--- src/verilog/mor_consts.svh ---
`ifndef MOR_CONSTS_SVH
`define MOR_CONSTS_SVH

// register offsets on the serial register port
`define MOR_OFS_CH0_TV          8'h29
`define MOR_OFS_CH0_CTRL        8'h2a
`define MOR_OFS_CH1_TV          8'h2b
`define MOR_OFS_CH1_CTRL        8'h2c

// field positions inside the register bytes
`define MOR_UNUSED_BIT          7
`define MOR_TV_MSB              6
`define MOR_TV_LSB              0
`define MOR_MODE_BIT            6
`define MOR_ILIM_MSB            5
`define MOR_ILIM_LSB            4
`define MOR_ADE_BIT             3
`define MOR_EN_MSB              2
`define MOR_EN_LSB              0

// enable field decode: bit 2 set means forced, bit 1 then picks on or off
`define MOR_EN_FORCE_BIT        2
`define MOR_EN_ONOFF_BIT        1

// reset value of the stored fields before the factory defaults are copied
`define MOR_CFG_RESET           14'h0000

// target voltage transfer function, millivolts
`define MOR_TV_BASE_MV          13'h0320
`define MOR_TV_STEP_MV          13'h0032
`define MOR_TV_MAX_CODE         7'h5e

// peak current limit per code, milliamps
`define MOR_ILIM_CODE0_MA       16'h03e8
`define MOR_ILIM_CODE1_MA       16'h02ee
`define MOR_ILIM_CODE2_MA       16'h01f4
`define MOR_ILIM_CODE3_MA       16'h014d

`endif

--- src/verilog/mor_pkg.sv ---
package mor_pkg;

    // control byte fields below the unused bit
    typedef struct packed {
        logic       buck_only;
        logic [1:0] ilim;
        logic       ade;
        logic [2:0] en;
    } mor_ctrl_t;

    // everything stored for one channel
    typedef struct packed {
        logic [6:0] tv;
        mor_ctrl_t  ctrl;
    } mor_chan_cfg_t;

    // decoded view handed to the analog side
    typedef struct packed {
        logic        enable;
        logic        discharge;
        logic        buck_only;
        logic [15:0] ilim_ma;
        logic [12:0] vout_mv;
        logic        tv_reserved;
    } mor_chan_out_t;

    typedef enum logic {
        MOR_LOAD = 1'b0,
        MOR_RUN  = 1'b1
    } mor_state_t;

    typedef struct packed {
        mor_state_t               state;
        mor_chan_cfg_t [1:0]      cfg;
        logic [7:0]               rdata;
        logic                     rvalid;
        mor_chan_out_t [1:0]      out;
    } mor_top_state_t;

endpackage: mor_pkg

--- src/verilog/mor_channel_config.sv ---
`timescale 1ns/10ps
`include "mor_consts.svh"

// How it works
// - voltage code: 0.8 V plus 50 mV steps
// - control bit 6 picks buck-only mode
// - current limit codes map to four amp values
// - discharge resistor on when disabled and enabled
// - discharge off keeps resistor disconnected
// - enable codes 0-3 follow sequencer slot
// - codes 4 and 5 force channel off
// - codes 6 and 7 force channel on
// - channel 1 uses same voltage code
// - channel 1 control mirrors channel 0 fields

module mor_channel_config
(
    // clock and reset
    input  wire logic                        i_clk,
    input  wire logic                        i_reset_n,
    // register port from the serial interface
    input  wire logic [7:0]                  i_reg_addr,
    input  wire logic                        i_reg_wr,
    input  wire logic                        i_reg_rd,
    input  wire logic [7:0]                  i_reg_wdata,
    output      logic [7:0]                  o_reg_rdata,
    output      logic                        o_reg_rvalid,
    // factory defaults from one-time memory
    input  wire mor_pkg::mor_chan_cfg_t [1:0] i_otp_cfg,
    // power sequencer slot states
    input  wire logic [3:0]                  i_seq_slot_on,
    // decoded controls per channel, index 0 and 1
    output      mor_pkg::mor_chan_out_t [1:0] o_ch_out,
    output      logic                        o_cfg_ready
);

    mor_pkg::mor_top_state_t        s_r;
    mor_pkg::mor_top_state_t        s_nxt;
    mor_pkg::mor_chan_out_t [1:0]   dec_out;

    // register read mux; unmapped addresses answer zero
    function automatic logic [7:0] mor_read_reg(input mor_pkg::mor_chan_cfg_t [1:0] cfg,
                                                input logic [7:0] addr);
        logic [7:0] val;
        val = 8'h00;
        case (addr)
            `MOR_OFS_CH0_TV:   val = {1'b0, cfg[0].tv};
            `MOR_OFS_CH0_CTRL: val = {1'b0, cfg[0].ctrl};
            `MOR_OFS_CH1_TV:   val = {1'b0, cfg[1].tv};
            `MOR_OFS_CH1_CTRL: val = {1'b0, cfg[1].ctrl};
            default:           val = 8'h00;
        endcase
        return val;
    endfunction: mor_read_reg

    // one decoder per channel, same encodings for both
    mor_chan_decode u_dec0
    (
        .i_cfg     (s_r.cfg[0]),
        .i_slot_on (i_seq_slot_on),
        .o_out     (dec_out[0])
    );

    mor_chan_decode u_dec1
    (
        .i_cfg     (s_r.cfg[1]),
        .i_slot_on (i_seq_slot_on),
        .o_out     (dec_out[1])
    );

    // next state: default copy, load defaults once, then serve accesses
    always_comb
    begin
        s_nxt        = s_r;
        s_nxt.rvalid = 1'b0;
        case (s_r.state)
            mor_pkg::MOR_LOAD:
            begin
                // copied after release, never under reset itself
                s_nxt.cfg   = i_otp_cfg;
                s_nxt.state = mor_pkg::MOR_RUN;
            end
            mor_pkg::MOR_RUN:
            begin
                if (i_reg_rd)
                begin
                    // read sees the value before a same-cycle write
                    s_nxt.rvalid = 1'b1;
                    s_nxt.rdata  = mor_read_reg(s_r.cfg, i_reg_addr);
                end
                if (i_reg_wr)
                begin
                    case (i_reg_addr)
                        // bit 7 dropped on the floor
                        `MOR_OFS_CH0_TV:   s_nxt.cfg[0].tv   = i_reg_wdata[6:0];
                        `MOR_OFS_CH0_CTRL: s_nxt.cfg[0].ctrl = i_reg_wdata[6:0];
                        `MOR_OFS_CH1_TV:   s_nxt.cfg[1].tv   = i_reg_wdata[6:0];
                        `MOR_OFS_CH1_CTRL: s_nxt.cfg[1].ctrl = i_reg_wdata[6:0];
                        default:           s_nxt.cfg         = s_r.cfg;
                    endcase
                end
            end
            default:
            begin
                s_nxt.state = mor_pkg::MOR_LOAD;
            end
        endcase
        // outputs held off until defaults are in; a zero config would mean slot 0
        if (s_r.state == mor_pkg::MOR_RUN)
        begin
            s_nxt.out = dec_out;
        end
        else
        begin
            s_nxt.out = '0;
        end
    end

    // state register
    always_ff @(posedge i_clk or negedge i_reset_n)
    begin
        if (!i_reset_n)
        begin
            s_r.state  <= mor_pkg::MOR_LOAD;
            s_r.cfg    <= {`MOR_CFG_RESET, `MOR_CFG_RESET};
            s_r.rdata  <= 8'h00;
            s_r.rvalid <= 1'b0;
            s_r.out    <= '0;
        end
        else
        begin
            s_r <= s_nxt;
        end
    end

    // outputs straight from the state register
    assign o_reg_rdata  = s_r.rdata;
    assign o_reg_rvalid = s_r.rvalid;
    assign o_ch_out     = s_r.out;
    assign o_cfg_ready  = (s_r.state == mor_pkg::MOR_RUN);
endmodule: mor_channel_config

--- src/verilog/mor_chan_decode.sv ---
`timescale 1ns/10ps
`include "mor_consts.svh"

module mor_chan_decode
(
    // stored channel configuration
    input  wire mor_pkg::mor_chan_cfg_t i_cfg,
    // sequencer slot states, one bit per slot
    input  wire logic [3:0]             i_slot_on,
    // decoded channel controls
    output      mor_pkg::mor_chan_out_t o_out
);

    // purely combinational; the top registers the result
    always_comb
    begin
        o_out              = '0;
        o_out.buck_only    = i_cfg.ctrl.buck_only;
        // linear code: base plus one step per count
        o_out.vout_mv      = `MOR_TV_BASE_MV + `MOR_TV_STEP_MV * {6'h00, i_cfg.tv};
        // reserved codes flagged, not clamped, so software slips stay visible
        o_out.tv_reserved  = (i_cfg.tv > `MOR_TV_MAX_CODE);
        case (i_cfg.ctrl.ilim)
            2'h0: o_out.ilim_ma = `MOR_ILIM_CODE0_MA;
            2'h1: o_out.ilim_ma = `MOR_ILIM_CODE1_MA;
            2'h2: o_out.ilim_ma = `MOR_ILIM_CODE2_MA;
            default: o_out.ilim_ma = `MOR_ILIM_CODE3_MA;
        endcase
        // forced codes override the sequencer, slot codes follow it
        if (i_cfg.ctrl.en[`MOR_EN_FORCE_BIT])
        begin
            o_out.enable = i_cfg.ctrl.en[`MOR_EN_ONOFF_BIT];
        end
        else
        begin
            o_out.enable = i_slot_on[i_cfg.ctrl.en[1:0]];
        end
        // resistor only while disabled and enabled by software
        o_out.discharge    = i_cfg.ctrl.ade & ~o_out.enable;
    end

endmodule: mor_chan_decode

--- config.mk ---
export PLATFORM = sky130hd
export DESIGN_NAME = mor_channel_config
export DESIGN_NICKNAME = d
export VERILOG_FILES = /design/src/verilog/mor_pkg.sv /design/src/verilog/mor_channel_config.sv /design/src/verilog/mor_chan_decode.sv
export VERILOG_INCLUDE_DIRS = /design/src /design/src/verilog
export SDC_FILE = /design/constraint.sdc
export NUM_CORES = 1
export LEC_CHECK = 0
export ABC_AREA = 1
export BUFFER_PORTS_ARGS = -buffer_cell sky130_fd_sc_hd__clkbuf_2
export CORE_ASPECT_RATIO = 0.8
export CORE_UTILIZATION = 40
export CTS_BUF_LIST = sky130_fd_sc_hd__clkbuf_4
export CTS_CLUSTER_DIAMETER = 30
export CTS_CLUSTER_SIZE = 40
export DETAILED_ROUTE_END_ITERATION = 10
export PLACE_DENSITY_LB_ADDON = 0.1
export SLEW_MARGIN = 20
export SYNTH_ARGS = -nofsm -noshare
export SYNTH_HDL_FRONTEND = slang
export SYNTH_SLANG_ARGS = --single-unit
--- constraint.sdc ---
create_clock -name i_clk -period 4.5 [get_ports i_clk]
set_input_delay 0.9 -clock i_clk [delete_from_list [all_inputs] [get_ports i_clk]]
set_output_delay 0.9 -clock i_clk [all_outputs]
set_load 0.005 [all_outputs]
## After elaboration in Yosys (flattened, before gate mapping)

Cells that the tools add are included.

- Order comparisons: 4
- Reduce and logical (&&, ||, !) cells: 7
- Add/sub/neg operators: 2
- $mul: 2
- Bitwise logic cells: 5
- Muxes and demuxes: 18
- Equal/unequal tests: 13

Operators by type and width:

| cell | count |
|---|---|
| 66-bit 2-to-1 mux | 1 |
| 10-bit case mux with 3 select lines | 2 |
| 28-bit case mux with 2 select lines | 1 |
| 8-bit by 6-bit == test with 1-bit output, second input constant | 4 |
| 28-bit 2-to-1 mux | 1 |
| 7-bit 2-to-1 mux | 4 |
| 7-bit case mux with 4 select lines | 1 |
| 10-bit by 13-bit adder with 13-bit output, first input constant | 2 |
| 5-bit by 7-bit multiplier with 12-bit output, first input constant | 2 |
| 7-bit > comparator, second input constant | 2 |
| 2-bit AND reduction | 5 |
| 2-bit by 1-bit != test with 1-bit output, second input constant | 4 |
| 2-bit by 3-bit < comparator with 1-bit output, second input constant | 2 |
| 1-bit 2-to-1 mux | 6 |
| 1-bit binary-select mux with 2-bit select | 2 |
| 2-bit by 1-bit == test with 1-bit output, second input constant | 2 |
| 2-bit == test, second input constant | 2 |
| 2-bit logical NOT | 2 |
| 1-bit inverter | 3 |
| 1-bit bitwise AND | 2 |
| 2-bit != test, second input constant | 1 |

- Register bits: 103
- Logic and storage cells: 76
- Output and inout bits: 76
- Bits of input ports: 52

## Longest topological paths before layout

Gate-level depths: netlist (run 1).

- Depth after elaboration: 6
- Mapped depth: 17
- Gate-level depth less buffers: 17

## Modules after synthesis

A second synthesis (run 1) with hierarchy kept.

- Cell total of the unflattened synthesis: 878
- Area total of the unflattened synthesis: 7005.5 µm²

By module, submodules not included:

| module | cells an instance | area each (µm²) | seq. area each (µm²) | times used |
|---|---|---|---|---|
| mor_channel_config | 524 | 4843.4 | 2577.5 | 1 |
| mor_chan_decode | 177 | 1081.0 | 0.0 | 2 |

## Least setup slack after synthesis (run 1)

No wires, ideal clock.

- Kind: reg-to-reg
- From: reg s_r[85] (netlist name)
- To: reg s_r, in the netlist o_ch_out[13]
- Period minus slack after synthesis: 2.630 ns
- Buffers on the path: 0
- Cell stages (with the launch flop): 11
- Path slack: 1.870 ns
- Arrival: 2.513 ns
- Data required time: 4.383 ns
- Setup time: 0.117 ns
- Cells stage by stage: dfrtp_1 ha_1 ha_1 fa_1 ha_1 xnor2_1 nand3_1 nand3_1 nand3_1 nor2_1 nor2_1

RTL lines:

| what | RTL line | text |
|---|---|---|
| start: declaration | mor_channel_config.sv:37 | `mor_pkg::mor_top_state_t s_r;` |
| start signal: assignment | mor_channel_config.sv:132 | `s_r <= s_nxt;` |

==> impl_metrics.csv, run 1 <==
group,metric,value,unit
global_route,antenna_found_initial,0,
drt,drtAntennaViolNets,0,
outcome,status,"complete, no violations",
logic_synthesis,ys_seq_area_frac,0.3819,
critical_path,path_class,"reg2reg",
die,die_h,108.2,um
min_path,hold_class,"in2async",
timing,fin_setup_tns,0,ns
drt,firstDrtPassIters,5,
final_layout,syn2layout_area_growth,6.328,%
die,die_x,134.7,um
placement,routabilityCongestion,0.8030,
logic_synthesis,ys.flop_type,"dfrtp_1",
flow_run,maxCapViolCount,0,
timing,max_freq,339.6,MHz
critical_path,end_kind,"register",
cts,cts.htree.levels,3,
power_and_ir_drop,power,2208,uW
critical_path,worst-r2r-cell-count,14,
timing,skew,0.01683,ns
power_and_ir_drop,ir_drop,135.1,uV
drt,drc,0,
drt,routedWlPerCell,14.44,um
timing,rsz0062_at_grt,"false",
die,dieArea,0.01457,mm2
critical_path,arrival,3.36,ns
cts,root_buffer,"clkbuf_4",
logic_synthesis,yosys.cell_count.top_type,"nand2_1",
cts,cts.path.max_buffers,2,
global_route,grt_usage,0.1863,
global_route,grt_pass1_vias,4000,
power_and_ir_drop,p_per_area,368.5,mW/mm2
critical_path,startpoint_type,"register",
die,rows,38,
logic_synthesis,synth_top_area_share,0.3819,
timing,slew_headroom,0.4207,
placement,hpwlAfterDp,9766,um
drt,drt-vias-per-instance,4.780,
logic_synthesis,async_flop_share,1.000,
drt,drt-initial-drc-count,284,
final_layout,final_nets,827,
logic_synthesis,syn_avg_cell_area,8.513,um2
drt,via_count,4288,
cts,cts_hold_buf,0,
cts,clk_pin_slew,0.16,ns
timing,setup_viol,0,
logic_synthesis,synth_xor_area_frac,0.006217,
timing,worstMarginPinSlew,0.8680,ns
critical_path,required,4.92,ns
logic_synthesis,synth_edf_count,0,
global_route,grt_remaining_overflow,0,
logic_synthesis,synth_common_cells,"119 x nand2_1, 86 x dfrtp_1, 74 x buf_4, 74 x inv_1, 61 x nand3_1",
logic_synthesis,synthCells,662,
drt,wl,12950,um
global_route,grt_pass1_wl,20440,um
final_layout,antenna_cells,0,
power_and_ir_drop,p_leak,0.003428,uW
logic_synthesis,yosys_warnings,0,
timing,hold_viol,0,
cts,cts_resized,0,
logic_synthesis,synth_fa_ha_area_frac,0.1452,
logic_synthesis,ys_seq_elements,86,
logic_synthesis,synth_top_family_by_area,"simple AND/OR/NAND/NOR gates",
timing,period_minus_slack,2.944,ns
logic_synthesis,synthDistinctLibCells,36,
cts,insertion_delay,0.49,ns
die,core-area,0.01365,mm2
timing,hold_ws,0.4235,ns
final_layout,drive_above_1_share,0.2259,
cts,post_cts_buffers,0,
logic_synthesis,synth_compound_area_frac,0.1061,
critical_path,r2r_start,"s_r[99]$_DFFE_PN0P_",
cts,numCtsBuffers,9,
global_route,grt_start_max_net_pins,52,
critical_path,cp_max_fo,6,
cts,cts_tree,"built",
critical_path,reg2reg_to,"o_ch_out[46]$_DFF_PN0_",
logic_synthesis,synth.area.mux_share,0,
logic_synthesis,synthSimpleGateAreaFrac,0.1909,
timing,drv_slew,0,
die,start_util,0.4130,
cts,cts.sinks,86,
logic_synthesis,synth_area_leader_cell,"dfrtp_1",
logic_synthesis,synth_area_leaders,"dfrtp_1 38%, ha_1 13%, buf_4 9.9%, nand2_1 7.9%, nand3_1 5.4%",
critical_path,reg2reg_slack,1.56,ns
logic_synthesis,synth_area,0.005635,mm2
placement,port_buffers,111,
die,pin_count,128,
timing,post-route-period-util,0.6543,
==> flip-flops by register name, summed over array words and instances, names as in the netlist <==
signal and flops:
o_ch_out 49, s_r 28, o_reg_rdata 7, o_cfg_ready 1, o_reg_rvalid 1
==> stage by stage <==
step                        util  worst slack, ns  std cells  instance area (um2)
after global routing      0.4391            1.265        897                 5992
final                     0.4391            1.556        897                 5992
after detailed placement  0.4289            1.575        881                 5853
after floorplan                -            1.870        676                 5688
after global placement    0.4289            1.598        881                 5853
after CTS                 0.4391            1.544        897                 5992
==> report_power, final <==
part	switching, uW	internal (uW)	total [uW]
combinational	484	320	804
sequential	70.1	876	947
clock	325	133	458
total	879	1330	2210
==> worst max path at each step <==
stage / start / cells after the start / slack, ns / endpoint
floorplan: s_r[85]$_DFFE_PN0P_ / 10 / 1.87 / o_ch_out[13]$_DFF_PN0_
global placement: s_r[99]$_DFFE_PN0P_ / 11 / 1.60 / o_ch_out[46]$_DFF_PN0_
detailed placement: s_r[99]$_DFFE_PN0P_ / 14 / 1.57 / o_ch_out[46]$_DFF_PN0_
CTS: s_r[99]$_DFFE_PN0P_ / 14 / 1.54 / o_ch_out[46]$_DFF_PN0_
global route: s_r[99]$_DFFE_PN0P_ / 14 / 1.26 / o_ch_out[46]$_DFF_PN0_
finish: s_r[99]$_DFFE_PN0P_ / 14 / 1.56 / o_ch_out[46]$_DFF_PN0_
==> layer usage <==
metal	global-route usage	vias up	wire length, um	share of wire
met5	0	-	0	0
met4	0.05217	0	131	0.010
met3	0.04454	9	704	0.054
met2	0.2798	105	5646	0.44
met1	0.2660	1992	6468	0.50
li1	-	2182	-	-
==> cell usage in the layout (no fill, tap or decap), types with 6 or more instances in the layout <==
| cell type | count |
|---|---|
| inv_2 | 6 |
| conb_1 | 16 |
| clkbuf_2 | 110 |
| clkbuf_4 | 9 |
| nand2_1 | 119 |
| nand4_1 | 9 |
| inv_1 | 74 |
| nor2_1 | 23 |
| dfrtp_1 | 86 |
| nand2_2 | 7 |
| o21ai_0 | 13 |
| a21oi_1 | 52 |
| o21ai_2 | 10 |
| o21ai_1 | 9 |
| ha_1 | 59 |
| nand3_1 | 61 |
| nor3_1 | 6 |
==> area by class of cell <==
| class | instances | area [um2] |
|---|---|---|
| fillers | 1428 | 7654 |
| multi-input cells | 419 | 2587 |
| repair buffers | 114 | 580.6 |
| clock buffers | 9 | 67.56 |
| clock inverters | 7 | 71.32 |
| flip-flops and latches | 86 | 2152 |
| inverters | 82 | 307.8 |
| well taps | 180 | 225.2 |
==> critical path, stage by stage (launching register included) <==
cell	delay, ns
dfrtp_1	0.49
ha_1	0.32
ha_1	0.31
fa_1	0.46
ha_1	0.41
inv_1	0.06
nand2_1	0.13
nand3_1	0.12
nand2_1	0.08
nand2_1	0.05
nand2_1	0.13
nand3_1	0.12
nand2_1	0.07
nand2_1	0.04
nor2_1	0.09
==> logic make-up (layout without fill, tap and decap cells) <==
| kind of cell | after synthesis | in the layout |
|---|---|---|
| xor gates and xnor gates | 4 | 4 |
| buffers and inverters | 171 | 212 |
| and+or+nand+nor | 235 | 235 |
| adders and majority gates | 63 | 63 |
| DFF | 86 | 86 |
| AOI/OAI and AO/OA | 101 | 101 |
| other | 2 | 16 |
(Power assumes the default switching activity.)
==> inputs of run 2 (changes only) <==
==> constraint.sdc (replaced) <==
create_clock -name i_clk -period 2.4 [get_ports i_clk]
set_input_delay 0.48 -clock i_clk [delete_from_list [all_inputs] [get_ports i_clk]]
set_output_delay 0.48 -clock i_clk [all_outputs]
set_load 0.005 [all_outputs]
==> impl_metrics.csv, run 2 (synthesis results as in run 1) <==
group,metric,value,unit
placement,place_ws,-0.1998,ns
placement,hpwlAfterDp,10070,um
die,core-area,0.01365,mm2
final_layout,syn2layout_area_growth,24.11,%
die,start_util,0.4130,
timing,hold_viol,0,
critical_path,slowest_stage,"dfrtp_2",
drt,drtAntennaViolNets,0,
die,rows,38,
timing,skew,0.02120,ns
global_route,grt_pass1_vias,4367,
placement,post_dp_cell_area,0.006380,mm2
drt,wl,13950,um
cts,cts.sinks,86,
power_and_ir_drop,p_per_area,745.4,mW/mm2
cts,cts_tree,"built",
critical_path,cp_num_buf_inv,1,
critical_path,crit_chain,"ha_4, ha_4, fa_2, ha_4, inv_2, nand2_4, nand3_2, nand2_1, nand2_1, nand2_2, nand3_2, nor2_1, nor2_1",
critical_path,required,2.80,ns
cts,cts_hold_buf,0,
cts,root_buffer,"clkbuf_4",
outcome,status,"finished with violations",
final_layout,mostFrequentLayoutCells,"110 x clkbuf_2, 104 x nand2_1, 82 x dfrtp_1",
critical_path,cpMostUsedCell,"ha_4",
timing,period_minus_slack,2.588,ns
final_layout,final_nets,876,
critical_path,path_class,"reg2reg",
placement,port_buffers,111,
final_layout,largest_register_ff_count,49,
outcome,failed_checks,"negative setup slack",
global_route,antenna_found_initial,1,
final_layout,drive_above_1_share,0.3982,
timing,post-route-period-util,1.078,
global_route,grt_remaining_overflow,0,
power_and_ir_drop,p_leak,0.003704,uW
die,dieArea,0.01457,mm2
critical_path,startpoint_type,"register",
timing,worstMarginPinSlew,0.7473,ns
timing,rsz0062_at_grt,"true",
critical_path,cp_max_fo,6,
global_route,grt_start_max_net_pins,54,
timing,timing.final.ws_setup,-0.1877,ns
critical_path,end_kind,"register",
min_path,hold_class,"in2async",
flow_run,maxCapViolCount,0,
final_layout,fill_cells,1293,
final_layout,layout_commonest_cell,"clkbuf_2",
timing,slew_headroom,0.5018,
timing,max_freq,386.4,MHz
die,die_h,108.2,um
drt,routedWlPerCell,14.73,um
cts,insertion_delay,0.50,ns
critical_path,path_delay_family,"adder cells",
drt,via_count,4567,
die,die_x,134.7,um
drt,drt-vias-per-instance,4.823,
cts,cts.htree.levels,3,
global_route,grt_pass1_wl,22300,um
final_layout,final_util,0.5126,
drt,drc,0,
die,pin_count,128,
timing,drv_slew,0,
timing,setup_viol,11,
cts,clk_pin_slew,0.17,ns
global_route,grt_usage,0.2008,
timing,fin_setup_tns,-1.310,ns
final_layout,fin_area,0.006994,mm2
drt,drt-initial-drc-count,207,
critical_path,arrival,2.98,ns
power_and_ir_drop,ir_drop,368.9,uV
timing,hold_ws,0.02088,ns
cts,numCtsBuffers,9,
cts,cts.path.max_buffers,2,
placement,routabilityCongestion,0.8486,
critical_path,critPathMaxStageDelay,0.48,ns
drt,firstDrtPassIters,5,
## run 2: path summary, 6_finish.rpt
check	cells past startpoint	slack, ns	startpoint	endpoint
setup / recovery	13	-0.19	s_r[98]$_DFFE_PN0P_	o_ch_out[46]$_DFF_PN0_
hold / removal	1	0.02	i_reset_n	o_ch_out[42]$_DFF_PN0_
setup reg to reg	13	-0.19	s_r[98]$_DFFE_PN0P_	o_ch_out[46]$_DFF_PN0_
hold reg to reg	2	0.50	o_reg_rdata[4]$_DFFE_PN0P_	o_reg_rdata[4]$_DFFE_PN0P_
max in group asynchronous	2	1.70	i_reset_n	s_r[85]$_DFFE_PN0P_
min in group i_clk	3	0.24	i_otp_cfg[6]	s_r[81]$_DFFE_PN0P_
## run 2: repair_timing
item / in CTS / in global routing
pin swaps: 31 / 25
endpoints found under the setup margin: 12 / 13
resized for setup: 32 / 32
buffers inserted: 4 / 8
## run 2: routing by layer
| metal | track usage | vias to the layer above | part of all wire |
|---|---|---|---|
| met2 | 0.2986 | 130 | 0.45 |
| met3 | 0.05204 | 6 | 0.068 |
| met5 | 0 | - | 0 |
| met4 | 0.05056 | 0 | 0.0095 |
| met1 | 0.2890 | 2140 | 0.47 |
| li1 | - | 2291 | - |
## run 2: layout make-up
| cell class | count | area, um2 | area share |
|---|---|---|---|
| Antenna cell | 1 | 2.502 | 0.0003578 |
| Clock buffer | 9 | 67.56 | 0.009660 |
| Clock inverter | 7 | 76.32 | 0.01091 |
| Inverter | 82 | 307.8 | 0.04401 |
| Multi-Input combinational cell | 419 | 3161 | 0.4519 |
| Sequential cell | 86 | 2157 | 0.3084 |
| Tap cell | 180 | 225.2 | 0.03220 |
| Timing Repair Buffer | 163 | 997.2 | 0.1426 |
## run 2: stage by stage
step,total power [uW],cells
floorplan,3346,676
global placement,3833,918
detailed placement,3872,918
CTS,4982,938
global route,5624,947
finish,5214,947
## run 2: power by group
part | total [uW] | internal [uW] | switching (uW)
Sequential | 1750 | 1640 | 109
Combinational | 2590 | 1230 | 1350
Clock | 873 | 248 | 625
Total | 5210 | 3130 | 2090
